[src/shared/uabd_pkg.sv]
// constants shared by the autobaud measurement block and its rate generator
// assumes a 32-bit apb slave with byte addresses in an 8-bit window
package uabd_pkg;

  // ==========================================================================
  // register byte offsets
  localparam logic [7:0] ADDR_CTRL = 8'h00;
  localparam logic [7:0] ADDR_DIVL = 8'h04;
  localparam logic [7:0] ADDR_DIVH = 8'h08;
  localparam logic [7:0] ADDR_STAT = 8'h0C;
  localparam logic [7:0] ADDR_RXBUF = 8'h10;
  localparam logic [7:0] ADDR_TXBUF = 8'h14;

  // ==========================================================================
  // control register fields
  localparam int CTRL_ABEN = 0;
  localparam int CTRL_WOB = 1;
  localparam int CTRL_DIV16 = 2;
  localparam int CTRL_HS = 3;
  localparam int CTRL_ASYNC = 4;
  localparam int CTRL_OVF = 7;
  localparam logic [7:0] CTRL_RST = 8'h10;

  // ==========================================================================
  // status register fields
  localparam int STAT_RXDONE = 0;
  localparam int STAT_BUSY = 1;
  localparam int STAT_TXREJ = 2;

  // ==========================================================================
  // reset values of the data registers
  localparam logic [15:0] DIV_RST = 16'h0000;
  localparam logic [7:0] TXBUF_RST = 8'h00;
  localparam logic [31:0] RXBUF_VALUE = 32'h0000_0000;

  // ==========================================================================
  // timing: divider clock period = (divisor + 1) << shift oscillator cycles
  localparam logic [4:0] SHIFT_BOTH = 5'h02;
  localparam logic [4:0] SHIFT_ONE = 5'h04;
  localparam logic [4:0] SHIFT_NONE = 5'h06;
  // measurement clocks at 1/8 of the configured rate: 512, 128, 32
  localparam logic [4:0] SHIFT_MEAS = 5'h03;
  localparam logic [4:0] SHIFT_MEAS_NONE = 5'h09;
  localparam logic [4:0] SHIFT_MEAS_ONE = 5'h07;
  localparam logic [4:0] SHIFT_MEAS_BOTH = 5'h05;
  // rising edges counted after the first one before the byte is over
  localparam logic [2:0] RISES_AFTER_FIRST = 3'h4;

  // ==========================================================================
  // measurement sequencer
  typedef enum logic [4:0] {
    ST_IDLE = 5'b00001,
    ST_BREAK = 5'b00010,
    ST_START = 5'b00100,
    ST_FIRST = 5'b01000,
    ST_COUNT = 5'b10000
  } uabd_state_e;

endpackage

[src/rtl/uabd_rate_gen.sv]
// divider clock generator shared by normal baud timing and measurement
// assumes clk_sys_i is the oscillator clock and ce_i gates all state
`timescale 1ns/1ps
`default_nettype none

module uabd_rate_gen import uabd_pkg::*; (
  // clock and reset
  input wire logic clk_sys_i,
  input wire logic rst_i,
  input wire logic ce_i,
  // configuration
  input wire logic measure_i,
  input wire logic restart_i,
  input wire logic div16_i,
  input wire logic hs_i,
  input wire logic [15:0] divisor_i,
  // tick, one cycle per divider period
  output logic tick_o
);

  logic [21:0] cnt;
  logic [21:0] period_m1;
  logic [4:0] shift;
  logic [21:0] div_plus1;

  // ==========================================================================
  // period selection
  assign div_plus1 = {6'h00, divisor_i} + 22'h000001;

  always_comb begin
    if (measure_i) begin
      if (div16_i && hs_i) begin
        shift = SHIFT_MEAS_BOTH;
      end else if (div16_i || hs_i) begin
        shift = SHIFT_MEAS_ONE;
      end else begin
        shift = SHIFT_MEAS_NONE;
      end
    end else if (div16_i && hs_i) begin
      shift = SHIFT_BOTH;
    end else if (div16_i || hs_i) begin
      shift = SHIFT_ONE;
    end else begin
      shift = SHIFT_NONE;
    end
  end

  // wraps to all ones for divisor ffff at shift 6, which is the right period
  assign period_m1 = measure_i ? ((22'h000001 << shift) - 22'h000001)
                               : ((div_plus1 << shift) - 22'h000001);

  // ==========================================================================
  // counter; >= so a shorter period after reconfiguration ends at once
  always_ff @(posedge clk_sys_i) begin
    if (rst_i) begin
      cnt <= 22'h000000;
      tick_o <= 1'b0;
    end else if (ce_i) begin
      if (restart_i) begin
        cnt <= 22'h000000;
        tick_o <= 1'b0;
      end else if (cnt >= period_m1) begin
        cnt <= 22'h000000;
        tick_o <= 1'b1;
      end else begin
        cnt <= cnt + 22'h000001;
        tick_o <= 1'b0;
      end
    end
  end

endmodule

`default_nettype wire

[src/rtl/uabd_top.sv]
// automatic baud rate measurement with its apb register file
// assumes serial_in_pin_i is already synchronous to clk_sys_i
//
// The APB interface to the registers and the register offsets were decided locally.
`timescale 1ns/1ps
`default_nettype none

// What this block does
// - measure only in asynchronous mode, with wake-on-break set or clear
// - a start bit on the serial input begins measurement while armed
// - arming clears the divisor counter, then waits for a start bit
// - low and high bit times are both counted, averaging asymmetry
// - counting starts at the first rising edge after the start bit
// - at the fifth rising edge the count stays in the divisor bytes
// - the fifth rising edge clears the autobaud enable bit
// - counter wrap ffff to 0 sets the overflow flag; software may write it
// - after a wrap measurement continues and enable stays set
// - the counter runs at one eighth of the configured divider clock
// - counter clock is osc/512, osc/128 or osc/32 by the two selects
// - in 8-bit modes a zero high byte shows no carry occurred
// - the receive state machine is held idle during measurement
// - fifth rising edge sets receive done; reading the buffer clears it
// - with wake-on-break also set, the byte after the break is measured
// - transmit buffer writes are refused while autobaud is enabled
module uabd_top import uabd_pkg::*; (
  // clock, reset, enable
  input wire logic clk_sys_i,
  input wire logic rst_i,
  input wire logic ce_i,
  // apb slave
  input wire logic psel_i,
  input wire logic penable_i,
  input wire logic pwrite_i,
  input wire logic [7:0] paddr_i,
  input wire logic [31:0] pwdata_i,
  output logic [31:0] prdata_o,
  output logic pready_o,
  output logic pslverr_o,
  // serial line
  input wire logic serial_in_pin_i,
  // towards the receive and transmit datapaths
  output logic baud_tick_o,
  output logic rx_hold_idle_o,
  output logic tx_load_o,
  output logic [7:0] tx_data_o
);

  // ==========================================================================
  // state
  logic autobaud_enable;
  logic wake_on_break_enable;
  logic divider_16bit_select;
  logic high_speed_select;
  logic async_mode;
  logic autobaud_overflow_flag;
  logic [7:0] divisor_low_byte;
  logic [7:0] divisor_high_byte;
  logic receive_done_flag;
  logic tx_reject_flag;
  logic serial_prev;
  logic [2:0] rise_cnt;
  uabd_state_e state;
  uabd_state_e next_state;

  // ==========================================================================
  // apb decode
  logic access;
  logic wr_acc;
  logic rd_acc;
  logic hit_ctrl;
  logic hit_divl;
  logic hit_divh;
  logic hit_stat;
  logic hit_rxbuf;
  logic hit_txbuf;
  logic hit_any;
  logic tx_refused;
  logic [31:0] rd_mux;

  // the access edge is the one where the master sees pready high
  assign access = psel_i && penable_i && pready_o;
  assign wr_acc = access && pwrite_i;
  assign rd_acc = access && !pwrite_i;

  always_comb begin
    hit_ctrl = 1'b0;
    hit_divl = 1'b0;
    hit_divh = 1'b0;
    hit_stat = 1'b0;
    hit_rxbuf = 1'b0;
    hit_txbuf = 1'b0;
    if (paddr_i == ADDR_CTRL) begin
      hit_ctrl = 1'b1;
    end else if (paddr_i == ADDR_DIVL) begin
      hit_divl = 1'b1;
    end else if (paddr_i == ADDR_DIVH) begin
      hit_divh = 1'b1;
    end else if (paddr_i == ADDR_STAT) begin
      hit_stat = 1'b1;
    end else if (paddr_i == ADDR_RXBUF) begin
      hit_rxbuf = 1'b1;
    end else if (paddr_i == ADDR_TXBUF) begin
      hit_txbuf = 1'b1;
    end
  end

  assign hit_any = hit_ctrl || hit_divl || hit_divh || hit_stat ||
                   hit_rxbuf || hit_txbuf;
  // the transmitter shares the reversed divider clock, so it cannot run
  assign tx_refused = hit_txbuf && pwrite_i && autobaud_enable;

  always_comb begin
    rd_mux = 32'h0000_0000;
    if (hit_ctrl) begin
      rd_mux[CTRL_ABEN] = autobaud_enable;
      rd_mux[CTRL_WOB] = wake_on_break_enable;
      rd_mux[CTRL_DIV16] = divider_16bit_select;
      rd_mux[CTRL_HS] = high_speed_select;
      rd_mux[CTRL_ASYNC] = async_mode;
      rd_mux[CTRL_OVF] = autobaud_overflow_flag;
    end else if (hit_divl) begin
      rd_mux[7:0] = divisor_low_byte;
    end else if (hit_divh) begin
      rd_mux[7:0] = divisor_high_byte;
    end else if (hit_stat) begin
      rd_mux[STAT_RXDONE] = receive_done_flag;
      rd_mux[STAT_BUSY] = (state != ST_IDLE);
      rd_mux[STAT_TXREJ] = tx_reject_flag;
    end else if (hit_rxbuf) begin
      rd_mux = RXBUF_VALUE;
    end
  end

  // ==========================================================================
  // serial edges and software events
  logic serial_rise;
  logic serial_fall;
  logic arm_req;
  logic disarm_req;
  logic last_rise;
  logic meas_tick;
  logic count_tick;
  logic wrap;
  logic done;
  logic break_over;
  logic abort;
  logic [15:0] divisor;
  logic [15:0] next_divisor;

  assign serial_rise = serial_in_pin_i && !serial_prev;
  assign serial_fall = !serial_in_pin_i && serial_prev;
  assign divisor = {divisor_high_byte, divisor_low_byte};

  // a write with the enable set while idle arms; mode must be asynchronous
  assign arm_req = wr_acc && hit_ctrl && pwdata_i[CTRL_ABEN] &&
                   !autobaud_enable && pwdata_i[CTRL_ASYNC];
  assign disarm_req = wr_acc && hit_ctrl && !pwdata_i[CTRL_ABEN];
  assign abort = disarm_req || !async_mode;

  assign last_rise = (rise_cnt == RISES_AFTER_FIRST - 3'h1);
  assign count_tick = meas_tick && (state == ST_COUNT);
  // a wrap is only trapped; the sequence goes on with the enable set
  assign wrap = count_tick && (divisor == 16'hFFFF);
  // the fifth rising edge ends the byte, normally in the stop bit
  assign done = (state == ST_COUNT) && serial_rise && last_rise;
  assign break_over = (state == ST_BREAK) && serial_rise;

  // ==========================================================================
  // measurement sequencer
  always_comb begin
    next_state = state;
    case (state)
      ST_IDLE: begin
        if (arm_req) begin
          // with wake-on-break set the break is skipped first
          if (pwdata_i[CTRL_WOB]) begin
            next_state = ST_BREAK;
          end else begin
            next_state = ST_START;
          end
        end
      end
      ST_BREAK: begin
        if (abort) begin
          next_state = ST_IDLE;
        end else if (serial_rise) begin
          next_state = ST_START;
        end
      end
      ST_START: begin
        if (abort) begin
          next_state = ST_IDLE;
        end else if (wake_on_break_enable) begin
          next_state = ST_BREAK;
        end else if (serial_fall) begin
          next_state = ST_FIRST;
        end
      end
      ST_FIRST: begin
        if (abort) begin
          next_state = ST_IDLE;
        end else if (serial_rise) begin
          next_state = ST_COUNT;
        end
      end
      ST_COUNT: begin
        if (abort || done) begin
          next_state = ST_IDLE;
        end
      end
      default: begin
        next_state = ST_IDLE;
      end
    endcase
  end

  // ==========================================================================
  // divisor: a live counter while measuring, plain storage otherwise
  always_comb begin
    next_divisor = divisor;
    if (arm_req) begin
      next_divisor = DIV_RST;
    end else if (count_tick) begin
      // low and high bits are timed alike across the byte
      // high byte collects carries, so it stays 00h in 8-bit use
      next_divisor = divisor + 16'h0001;
    end else if (wr_acc && hit_divl && !autobaud_enable) begin
      next_divisor = {divisor_high_byte, pwdata_i[7:0]};
    end else if (wr_acc && hit_divh && !autobaud_enable) begin
      next_divisor = {pwdata_i[7:0], divisor_low_byte};
    end
  end

  uabd_rate_gen u_rate_gen (
    .clk_sys_i(clk_sys_i),
    .rst_i(rst_i),
    .ce_i(ce_i),
    .measure_i(autobaud_enable),
    .restart_i(state == ST_FIRST && serial_rise),
    .div16_i(divider_16bit_select),
    .hs_i(high_speed_select),
    .divisor_i(divisor),
    .tick_o(meas_tick)
  );

  // ==========================================================================
  // sequencer registers
  always_ff @(posedge clk_sys_i) begin
    if (rst_i) begin
      state <= ST_IDLE;
      serial_prev <= 1'b1;
      rise_cnt <= 3'h0;
      divisor_low_byte <= DIV_RST[7:0];
      divisor_high_byte <= DIV_RST[15:8];
    end else if (ce_i) begin
      state <= next_state;
      serial_prev <= serial_in_pin_i;
      divisor_low_byte <= next_divisor[7:0];
      divisor_high_byte <= next_divisor[15:8];
      if (state != ST_COUNT) begin
        rise_cnt <= 3'h0;
      end else if (serial_rise) begin
        rise_cnt <= rise_cnt + 3'h1;
      end
    end
  end

  // ==========================================================================
  // control bits
  always_ff @(posedge clk_sys_i) begin
    if (rst_i) begin
      autobaud_enable <= CTRL_RST[CTRL_ABEN];
      wake_on_break_enable <= CTRL_RST[CTRL_WOB];
      divider_16bit_select <= CTRL_RST[CTRL_DIV16];
      high_speed_select <= CTRL_RST[CTRL_HS];
      async_mode <= CTRL_RST[CTRL_ASYNC];
    end else if (ce_i) begin
      if (wr_acc && hit_ctrl) begin
        autobaud_enable <= arm_req || (autobaud_enable &&
                           pwdata_i[CTRL_ABEN] && !done);
        wake_on_break_enable <= pwdata_i[CTRL_WOB] && !break_over;
        divider_16bit_select <= pwdata_i[CTRL_DIV16];
        high_speed_select <= pwdata_i[CTRL_HS];
        async_mode <= pwdata_i[CTRL_ASYNC];
      end else begin
        if (done || !async_mode) begin
          autobaud_enable <= 1'b0;
        end
        if (break_over) begin
          wake_on_break_enable <= 1'b0;
        end
      end
    end
  end

  // ==========================================================================
  // flags: a hardware set wins over a clear in the same cycle
  always_ff @(posedge clk_sys_i) begin
    if (rst_i) begin
      autobaud_overflow_flag <= CTRL_RST[CTRL_OVF];
      receive_done_flag <= 1'b0;
      tx_reject_flag <= 1'b0;
    end else if (ce_i) begin
      if (wrap) begin
        autobaud_overflow_flag <= 1'b1;
      end else if (wr_acc && hit_ctrl) begin
        autobaud_overflow_flag <= pwdata_i[CTRL_OVF];
      end
      if (done) begin
        receive_done_flag <= 1'b1;
      end else if (rd_acc && hit_rxbuf) begin
        receive_done_flag <= 1'b0;
      end
      if (wr_acc && tx_refused) begin
        tx_reject_flag <= 1'b1;
      end else if (wr_acc && hit_stat && pwdata_i[STAT_TXREJ]) begin
        tx_reject_flag <= 1'b0;
      end
    end
  end

  // ==========================================================================
  // apb answer: one wait state, so every access takes exactly three cycles
  always_ff @(posedge clk_sys_i) begin
    if (rst_i) begin
      pready_o <= 1'b0;
      pslverr_o <= 1'b0;
      prdata_o <= 32'h0000_0000;
    end else if (ce_i) begin
      if (psel_i && penable_i && !pready_o) begin
        pready_o <= 1'b1;
        pslverr_o <= !hit_any || tx_refused;
        prdata_o <= pwrite_i ? 32'h0000_0000 : rd_mux;
      end else begin
        pready_o <= 1'b0;
        pslverr_o <= 1'b0;
      end
    end
  end

  // ==========================================================================
  // datapath side outputs
  always_ff @(posedge clk_sys_i) begin
    if (rst_i) begin
      baud_tick_o <= 1'b0;
      rx_hold_idle_o <= 1'b0;
      tx_load_o <= 1'b0;
      tx_data_o <= TXBUF_RST;
    end else if (ce_i) begin
      // the divider is borrowed as a counter, so no baud ticks leave
      baud_tick_o <= meas_tick && !autobaud_enable;
      rx_hold_idle_o <= (next_state != ST_IDLE);
      tx_load_o <= wr_acc && hit_txbuf && !autobaud_enable;
      if (wr_acc && hit_txbuf && !autobaud_enable) begin
        tx_data_o <= pwdata_i[7:0];
      end
    end
  end

endmodule

`default_nettype wire

[config.mk]
export PLATFORM = sky130hd
export DESIGN_NAME = uabd_top
export DESIGN_NICKNAME = d
export VERILOG_FILES = /design/src/shared/uabd_pkg.sv /design/src/rtl/uabd_rate_gen.sv /design/src/rtl/uabd_top.sv
export SDC_FILE = /design/constraint.sdc
export NUM_CORES = 1
export LEC_CHECK = 0
export ABC_AREA = 1
export BUFFER_PORTS_ARGS = -buffer_cell sky130_fd_sc_hd__buf_2
export CORE_ASPECT_RATIO = 2
export CORE_MARGIN = 2
export CORE_UTILIZATION = 57
export DETAILED_ROUTE_END_ITERATION = 10
export PLACE_DENSITY = 0.8
export SLEW_MARGIN = 20
export SYNTH_ARGS = -nofsm -noshare
export SYNTH_HDL_FRONTEND = slang
export SYNTH_SLANG_ARGS = --single-unit
[constraint.sdc]
create_clock -name clk_sys_i -period 4.4 [get_ports clk_sys_i]
set_input_delay 0.44 -clock clk_sys_i [delete_from_list [all_inputs] [get_ports clk_sys_i]]
set_output_delay 0.44 -clock clk_sys_i [all_outputs]
set_load 0.01 [all_outputs]
==> results.md, run 1 <==
* Worst clock skew at 0.00688 ns
* Crit end category: flip-flop
* Gpl congestion at 0.998
* Synth Cell Area at 0.00640 mm^2
* Placed insts at 1,190
* Max-cap violations at 0
* Static leakage at 3.24 nW
* DIE AREA at 0.0121 mm^2
* CP required at 4.62 ns
* Largest net degree at the start of global routing at 57
* Post-synthesis sequential area ratio at 0.241
* Worst Hold Slack at 0.344 ns
* Synth Instances at 1,013
* First-pass GRT wire length at 31.8 mm
* Placed cell areas at 0.00673 mm^2
* Reg-to-Reg Start: divider_16bit_select
* Fin Setup TNS at 0 ns
* CTS tree: yes
* Routed Antenna Nets at 0
* Diode count at 0
* Comb power frac at 0.066
* CP Data Arrival Time at 4.29 ns
* Clk slew on worst S/H paths at 0.07 ns
* Vias at 6,927
* Final routed DRC violation total at 0
* Starting density of the core at 0.584
* Critical Path Source Type: flip-flop
* PD cells at 221 mW/mm^2
* Most frequent cells in the layout: nand2_1 (205), inv_1 (113), nor2_1 (104), nand3_1 (104), a21oi_1 (82)
* NumNets Final at 1,137
* WP depth at 26
* Vias in the first global route at 6,844
* Fin. Hold Viols at 0
* Final setup viols at 0
* Core region area at 0.0109 mm^2
* Final setup margin at 0.330 ns
* Slew Viols, Final at 0
* Min-Delay Path Class: in2reg
* Family with the most delay on the worst path: simple AND/OR/NAND/NOR gates
* Synth Register Bits at 77
* Via density at 5.74
* Worst reg2reg path depth at 26
* Setup crit start: divider_16bit_select
* Pre-CTS WS at 0.357 ns
* Synth Warn # at 0
* Non-filler cells, final at 1,206
* Share of layout cells above drive strength 1 at 0.144
* Switching Power at 0.000432 W
* Clock network fraction of design power at 0.478
* Post-CTS Setup Bufs at 0
* Library cells used by synthesis at 50
* Drt total wl at 19.8 mm
* Post-CTS Hold Fix Bufs at 0
* Filler cells at 1,077
* Layout area overhead at 9.74%
* WS Path Type: reg2reg
* Clk buf depth at 2
* Global route total overflow at 0
* # clock sinks at 77
* Count of buffer and inverter cells on the critical path at 6
* Hpwl dp at 15.5 mm
* Root buffer cell: clkbuf_16
* Crit-path most repeated cell: nand2_1
* RSZ-0062 raised after global routing: no
* Internal Power at 0.00112 W
* Post-Syn Area per Cell at 6.31 um^2
* Slowest cell on crit path: nor2_1
* Num rows at 54
* Peak VDD IR at 189 uV
* Num CTS Buffers at 9
* Period utilization at 0.925
* Worst skew pair latency at 0.35 ns
* Slew headroom at 0.545
* Critical path fanouts, max at 14
* Min-delay src: serial_in_pin_i
* Sw Ratio at 0.278
* Initial drt markers at 256
* Commonest non-fill, non-tap cell in the layout: nand2_1
* CP max stage delay at 0.47 ns
* Run status: completed
* Final Instance Area at 0.00702 mm^2
* Resized Gates After CTS at 0
* Reg power frac at 0.455
* Antenna violations before repair at 0
* Tot GR Track Use at 0.337
* I/O pins at 92
* Worst Tran Pin Value at 0.682 ns
* I/O Buffers at 43
* Hold Path Stages at 3
* DR WL/cell at 16.4 um
* DIE WIDTH at 78.9 um
* Die height at 154 um
* Post-layout min period at 4.07 ns
* Htree depth at 3
* Fmax at 246 MHz
* Pre-antenna DRT Iters at 6
==> power groups by stage <==
stage | combinational [W] | sequential (W) | clock, W
after floorplan | 0.0000813 | 0.000724 | 0
after global placement | 0.0000994 | 0.000724 | 0
after detailed placement | 0.000100 | 0.000724 | 0
after CTS | 0.000101 | 0.000708 | 0.000747
after global routing | 0.000114 | 0.000709 | 0.000772
final | 0.000103 | 0.000708 | 0.000744
==> cells by family (layout without fill, tap and decap cells) <==
| logic type | count (synthesis) | count (layout) | synth area share |
|---|---|---|---|
| xor+xnor | 24 | 24 | 0.0329 |
| fa+ha+maj | 29 | 29 | 0.0567 |
| buf+inv | 178 | 208 | 0.124 |
| simple gates | 528 | 528 | 0.390 |
| compound gates | 176 | 176 | 0.155 |
| flops | 77 | 77 | 0.241 |
| other cells | 1 | 24 | 0.000586 |
==> worst reg2reg max path, delay by kind of cell (launching register included) <==
family	cells	cell delay [ns]
simple gates	17	1.94
compound gates	1	0.12
fa+ha+maj	2	0.63
flops	1	0.33
buf+inv	6	0.93
==> Yosys cell counts (all sizes together) <==
master   instances  share of area
a21oi           85          0.068
nand2          223           0.14
nor3            27          0.024
clkbuf          16         0.0094
or2              3         0.0029
o221ai           3         0.0041
a22oi            2         0.0023
a31oi            3         0.0029
o211ai          15          0.018
xnor2            3         0.0041
nand3          109          0.089
a21boi           1         0.0012
nand4           33          0.035
o2111ai          2         0.0027
xor2            21          0.029
o31ai            1         0.0012
o21ai           56          0.044
nor2           126          0.091
a211oi           1         0.0012
o41ai            1         0.0014
buf             37          0.041
o21a             2         0.0023
o21bai           2         0.0023
o22ai            1        0.00098
nor4             6         0.0092
conb             1        0.00059
o211a            1         0.0016
dfxtp           77           0.24
ha              29          0.057
inv            124          0.073
clkinv           1        0.00059
nand3b           1         0.0012
==> final timing paths <==
path | endpoint | slack (ns)
setup / recovery | u_rate_gen.cnt[3] | 0.33
hold / removal | serial_prev | 0.34
setup reg to reg | u_rate_gen.cnt[3] | 0.33
hold reg to reg | baud_tick_o | 0.46
==> sequential cells by signal (all words and copies together) (netlist names), 3 cells and up <==
name               count
divisor_low_byte       8
tx_data_o              8
prdata_o               8
divisor_high_byte      8
state                  5
rise_cnt               3
u_rate_gen.cnt        22
==> stage by stage <==
stage / utilization / power (W)
2_1_floorplan: - / 0.000805
6_report: 0.641 / 0.00155
5_1_grt: 0.641 / 0.00159
3_3_place_gp: 0.615 / 0.000823
4_1_cts: 0.641 / 0.00156
3_5_place_dp: 0.615 / 0.000824
==> layout make-up <==
cell class,count,area [um^2],area share
Multi-Input combinational cell,781,4150,0.592
Sequential cell,77,1540,0.220
Inverter,125,469,0.0668
Timing Repair Buffer,67,395,0.0563
Clock buffer,9,225,0.0321
Tap cell,140,175,0.0250
Clock inverter,7,57.6,0.00820
==> per-layer routing <==
layer / up-vias / GRT usage / part of all wire
met3: 97 / 0.0411 / 0.045
met5: - / 0 / 0
li1: 3429 / - / -
met1: 3146 / 0.304 / 0.33
met2: 255 / 0.628 / 0.53
met4: 0 / 0.304 / 0.093
Note: power is estimated with default switching activity, not from simulation.
==> run 2, diff against run 1 <==
Clock period 4.4 ns to 3.8 ns, I/O delays scaled along.
==> run 2 against run 1 <==
  * The flow now finishes with violations (negative setup slack)
  * Global-route usage rose by 2.4 points
  * Die area stayed put
  * Core utilization increased by 10 points
  * Final cell count increased by 6.8%
  * Cell area grew 16%
  * Sequential share of layout area down 2.9 points
  * Total power grew 20%
  * Combinational power increased by 22%
  * Routed wire length rose by 15%
  * Non-clock buffer count increased by 82
  * Critical path type unchanged
==> results.md, run 2 (synthesis results as in run 1) <==
* Run status: finished, violations left
* Failing checks: negative setup slack
* Fin. Hold Viols at 0
* DIE WIDTH at 78.9 um
* Largest net degree at the start of global routing at 56
* Final setup viols at 21
* Min-delay src: serial_in_pin_i
* Final setup margin at -0.112 ns
* Clock network fraction of design power at 0.495
* # clock sinks at 77
* CP required at 4.01 ns
* Global route total overflow at 0
* Critical path fanouts, max at 6
* Htree depth at 3
* Final core occ at 0.742
* Fmax at 256 MHz
* Final Instance Area at 0.00812 mm^2
* RSZ-0062 raised after global routing: yes
* Slowest cell on crit path: dfxtp_2
* Min-Delay Path Class: in2reg
* Peak VDD IR at 280 uV
* Pre-antenna DRT Iters at 5
* Hpwl dp at 16.5 mm
* Non-filler cells, final at 1,288
* Share of layout cells above drive strength 1 at 0.277
* Root buffer cell: clkbuf_16
* Critical Path Source Type: flip-flop
* Largest reg by FF count: u_rate_gen.cnt
* Switching Power at 0.000504 W
* Die height at 154 um
* Gpl congestion at 1.01
* Core region area at 0.0109 mm^2
* Diode count at 0
* First-pass GRT wire length at 34.0 mm
* CP max stage delay at 0.36 ns
* Reg power frac at 0.438
* Filler cells at 921
* Setup crit start: divisor_low_byte[0]
* Layout area overhead at 26.9%
* Worst clock skew at 0.00606 ns
* Worst skew pair latency at 0.35 ns
* Placed insts at 1,259
* Slew Viols, Final at 0
* Comb power frac at 0.067
* Most frequent cells in the layout: nand2_1 (182), inv_1 (107), buf_4 (100)
* Worst Tran Pin Value at 0.708 ns
* Initial drt markers at 515
* Starting density of the core at 0.584
* PD cells at 231 mW/mm^2
* Placed cell areas at 0.00726 mm^2
* WS Path Type: reg2reg
* I/O pins at 92
* I/O Buffers at 43
* NumNets Final at 1,219
* Tot GR Track Use at 0.361
* Routed Antenna Nets at 0
* Commonest non-fill, non-tap cell in the layout: nand2_1
* Sw Ratio at 0.269
* Clk slew on worst S/H paths at 0.07 ns
* Vias in the first global route at 7,151
* Drt total wl at 22.7 mm
* Num CTS Buffers at 9
* Count of buffer and inverter cells on the critical path at 5
* Max-cap violations at 0
* Antenna violations before repair at 0
* Crit end category: flip-flop
* Internal Power at 0.00137 W
* Multi-input gate area at 0.00457 mm^2
* DR WL/cell at 17.6 um
* Final routed DRC violation total at 0
* Family with the most delay on the worst path: simple AND/OR/NAND/NOR gates
* CTS tree: yes
* Slew headroom at 0.527
* Vias at 7,519
* Clk buf depth at 2
* Num rows at 54
* CP Data Arrival Time at 4.13 ns
* Period utilization at 1.03
* Via density at 5.84
* Post-layout min period at 3.91 ns
* DIE AREA at 0.0121 mm^2
* Static leakage at 3.76 nW
* Max reg flops at 22
* Pre-CTS WS at -0.155 ns
* Worst Hold Slack at 0.268 ns
* Reg-to-Reg Start: divisor_low_byte[0]
* Reg area at 0.00155 mm^2
==> run 2: worst paths after layout <==
kind / slack (ns) / endpoint / depth (start not counted)
worst max-delay path: -0.11 / u_rate_gen.cnt[10] / 27
worst max register to register: -0.11 / u_rate_gen.cnt[10] / 27
worst min register to register: 0.46 / tx_reject_flag / 2
worst min-delay path: 0.27 / serial_prev / 3
==> run 2: worst reg2reg max path, delay by kind of cell (launching register included) <==
| kind | cells | cell delay (ns) |
|---|---|---|
| AND/OR/NAND/NOR | 19 | 2.31 |
| buffers and inverters | 5 | 0.58 |
| AO/OA/AOI/OAI | 1 | 0.12 |
| flip-flops | 1 | 0.36 |
| adder cells (fa/ha/maj) | 2 | 0.42 |
==> run 2: repair_timing <==
action                                  CTS  global route
gates cloned                              1             0
resized for setup                        19           104
buffers inserted                          0            12
endpoints found under the setup margin   19            23
pin swaps                                 4            47
hold buffers                              0             0
==> run 2: per-layer routing <==
| metal | part of all wire | GRT usage | up-vias |
|---|---|---|---|
| met2 | 0.53 | 0.675 | 355 |
| li1 | - | - | 3592 |
| met4 | 0.10 | 0.327 | 0 |
| met5 | 0 | 0 | - |
| met3 | 0.047 | 0.0499 | 151 |
| met1 | 0.32 | 0.319 | 3421 |
==> run 2: stage by stage <==
stage          power, W  TNS (ns)
6_report        0.00187     -1.29
4_1_cts         0.00187         0
2_1_floorplan  0.000932         0
3_5_place_dp   0.000956     -2.21
3_3_place_gp   0.000954    -0.820
5_1_grt         0.00192     -4.91
==> run 2: layout make-up <==
class | instances | share of cell area
multi-input combinational | 781 | 0.563
sequential | 77 | 0.191
timing repair buffer | 149 | 0.128
inverter | 125 | 0.0584
clock buffer | 9 | 0.0277
tap | 140 | 0.0216
clock inverter | 7 | 0.00987
==> run 2: power by group through the flow <==
stage	logic, W	clock network (W)	registers, W
after floorplan	0.0000942	0	0.000838
after global placement	0.000116	0	0.000838
after detailed placement	0.000118	0	0.000838
after CTS	0.000121	0.000925	0.000820
after global routing	0.000138	0.000964	0.000820
final	0.000126	0.000926	0.000820
==> run 3, diff against run 2 <==
Settings changed: BUFFER_PORTS_ARGS -buffer_cell sky130_fd_sc_hd__buf_2 to not set, DONT_BUFFER_PORTS set to 1, PLACE_DENSITY 0.8 to 0.72, RECOVER_POWER set to 100.
==> run 3 against run 2 <==
  * The run now ends clean
  * Fmax up 3.7%
  * Cell area shrank 4.8%
  * Largest power group unchanged
  * Clock power is 3.1% higher
  * Sequential share of layout area up 1.0 points
  * Count of clock-buffer cells in the layout is 1 higher
  * Combinational power is 28% lower
==> results.md, run 3 (synthesis results as in run 1) <==
* PD cells at 242 mW/mm^2
* Root buffer cell: clkbuf_16
* Layout area overhead at 20.8%
* CP Data Arrival Time at 4.02 ns
* Fin. Hold Viols at 0
* DR WL/cell at 17.4 um
* Tot GR Track Use at 0.346
* Run status: completed
* Worst Tran Pin Value at 0.732 ns
* Hpwl dp at 16.1 mm
* Die height at 154 um
* Routed Antenna Nets at 0
* I/O Buffers at 0
* Crit end category: flip-flop
* Global route total overflow at 0
* Max-cap violations at 0
* Worst skew pair latency at 0.35 ns
* Largest net degree at the start of global routing at 57
* Slew Viols, Final at 0
* Min-delay src: rst_i
* Fmax at 265 MHz
* Vias in the first global route at 6,803
* Share of layout cells above drive strength 1 at 0.231
* Critical Path Source Type: flip-flop
* Worst reg2reg path depth at 26
* Diode count at 0
* Most frequent cells in the layout: nand2_1 (187), inv_1 (108), nor2_1 (92)
* Vias at 7,011
* Worst clock skew at 0.00736 ns
* Gpl congestion at 0.981
* Clk slew on worst S/H paths at 0.07 ns
* Core region area at 0.0109 mm^2
* WS Path Type: reg2reg
* R2r setup slk at 0.03 ns
* Post-layout min period at 3.77 ns
* R2r endpoint: u_rate_gen.cnt[6]
* NumNets Final at 1,155
* Num rows at 54
* Peak VDD IR at 252 uV
* Pre-antenna DRT Iters at 7
* Critical path fanouts, max at 5
* Slew headroom at 0.508
* RSZ-0062 raised after global routing: yes
* Starting density of the core at 0.584
* Drt total wl at 21.3 mm
* Num CTS Buffers at 9
* Htree depth at 3
* Initial drt markers at 360
* Largest reg by FF count: u_rate_gen.cnt
* Clk buf depth at 2
* Reg-to-Reg Start: high_speed_select
* Min-Delay Endpoint: divisor_low_byte[6]
* Period utilization at 0.993
* Min-Delay Path Class: in2reg
* DIE WIDTH at 78.9 um
* CP required at 4.05 ns
* Final core occ at 0.706
* Commonest non-fill, non-tap cell in the layout: nand2_1
* DIE AREA at 0.0121 mm^2
* Filler cells at 1,013
* # clock sinks at 77
* First-pass GRT wire length at 32.4 mm
* Antenna violations before repair at 0
* CTS tree: yes
* Hold Path Stages at 1
* Via density at 5.73
* Final setup viols at 0
* Static leakage at 3.42 nW
* Final routed DRC violation total at 0
* Tot Pwr at 0.00187 W
* Max reg flops at 22
* I/O pins at 92
[run 3: changes by cell type in the layout (fill, tap and decap cells not counted), sizes merged]
cell	before	now
buf	149	85
inv	128	125
clkbuf	9	10
bufinv	1	2
[run 3: cell type report]
| type | count | area, um^2 | area share |
|---|---|---|---|
| clock buffer | 10 | 229 | 0.0296 |
| tap | 140 | 175 | 0.0227 |
| timing repair buffer | 85 | 661 | 0.0855 |
| inverter | 125 | 474 | 0.0614 |
| sequential | 77 | 1560 | 0.201 |
| clock inverter | 5 | 85.1 | 0.0110 |
| multi-input combinational | 781 | 4550 | 0.589 |
[run 3: worst max path at each step]
stage | from | endpoint | slack [ns] | cells past startpoint
final | high_speed_select | u_rate_gen.cnt[6] | 0.03 | 26
after global routing | divisor_low_byte[3] | u_rate_gen.cnt[12] | -0.12 | 27
after CTS | divisor_low_byte[0] | u_rate_gen.cnt[15] | 0.02 | 28
after detailed placement | divider_16bit_select | u_rate_gen.cnt[6] | -0.17 | 29
after global placement | divider_16bit_select | u_rate_gen.cnt[3] | -0.09 | 27
after floorplan | divider_16bit_select | u_rate_gen.cnt[14] | 0.09 | 27
[run 3: per-layer routing]
metal	share of wire	routed length [um]	global-route usage	vias to the layer above
met5	0	0	0	-
met4	0.092	1960	0.280	0
met3	0.037	790	0.0569	99
met2	0.54	11600	0.658	215
met1	0.33	6950	0.306	3238
li1	-	-	-	3459
[run 3: power breakdown]
part	switching, W	internal (W)
Clock	0.000379	0.000576
Sequential	0.00000673	0.000815
Combinational	0.0000669	0.0000238
Total	0.000453	0.00141
[run 3: through the flow]
step	cells	setup TNS (ns)	setup slack [ns]	cell area [um^2]	hold WS, ns
after floorplan	1036	0	0.0857	6480	0.435
after global placement	1200	-1.08	-0.0939	6910	0.445
after detailed placement	1200	-2.50	-0.175	6910	0.446
after CTS	1215	0	0.0233	7270	0.0974
after global routing	1223	-1.52	-0.119	7730	0.0857
final	1223	0	0.0270	7730	0.0897
[run 3: repair_timing]
action,in CTS,in global routing
pin swaps,2,40
hold buffers,0,0
buffers inserted,0,7
cloned,0,1
endpoints found under the setup margin,19,23
resized for setup,12,109
[run 3: critical path, cell delays in order (launching register included)]
cell	delay, ns
dfxtp_2	0.33
inv_2	0.05
ha_4	0.29
buf_4	0.15
nand4_1	0.15
ha_4	0.16
inv_2	0.04
a21oi_4	0.15
nand3_4	0.10
nor2_4	0.19
nand2_4	0.09
nor2_8	0.16
nand4_1	0.11
nand2_1	0.08
inv_1	0.04
ha_1	0.26
nand2_1	0.06
inv_2	0.11
nand4_1	0.27
nor4_4	0.23
buf_4	0.17
nor2_4	0.04
nand2_4	0.09
buf_6	0.14
nor2_1	0.05
a21oi_1	0.12
nor2_1	0.05
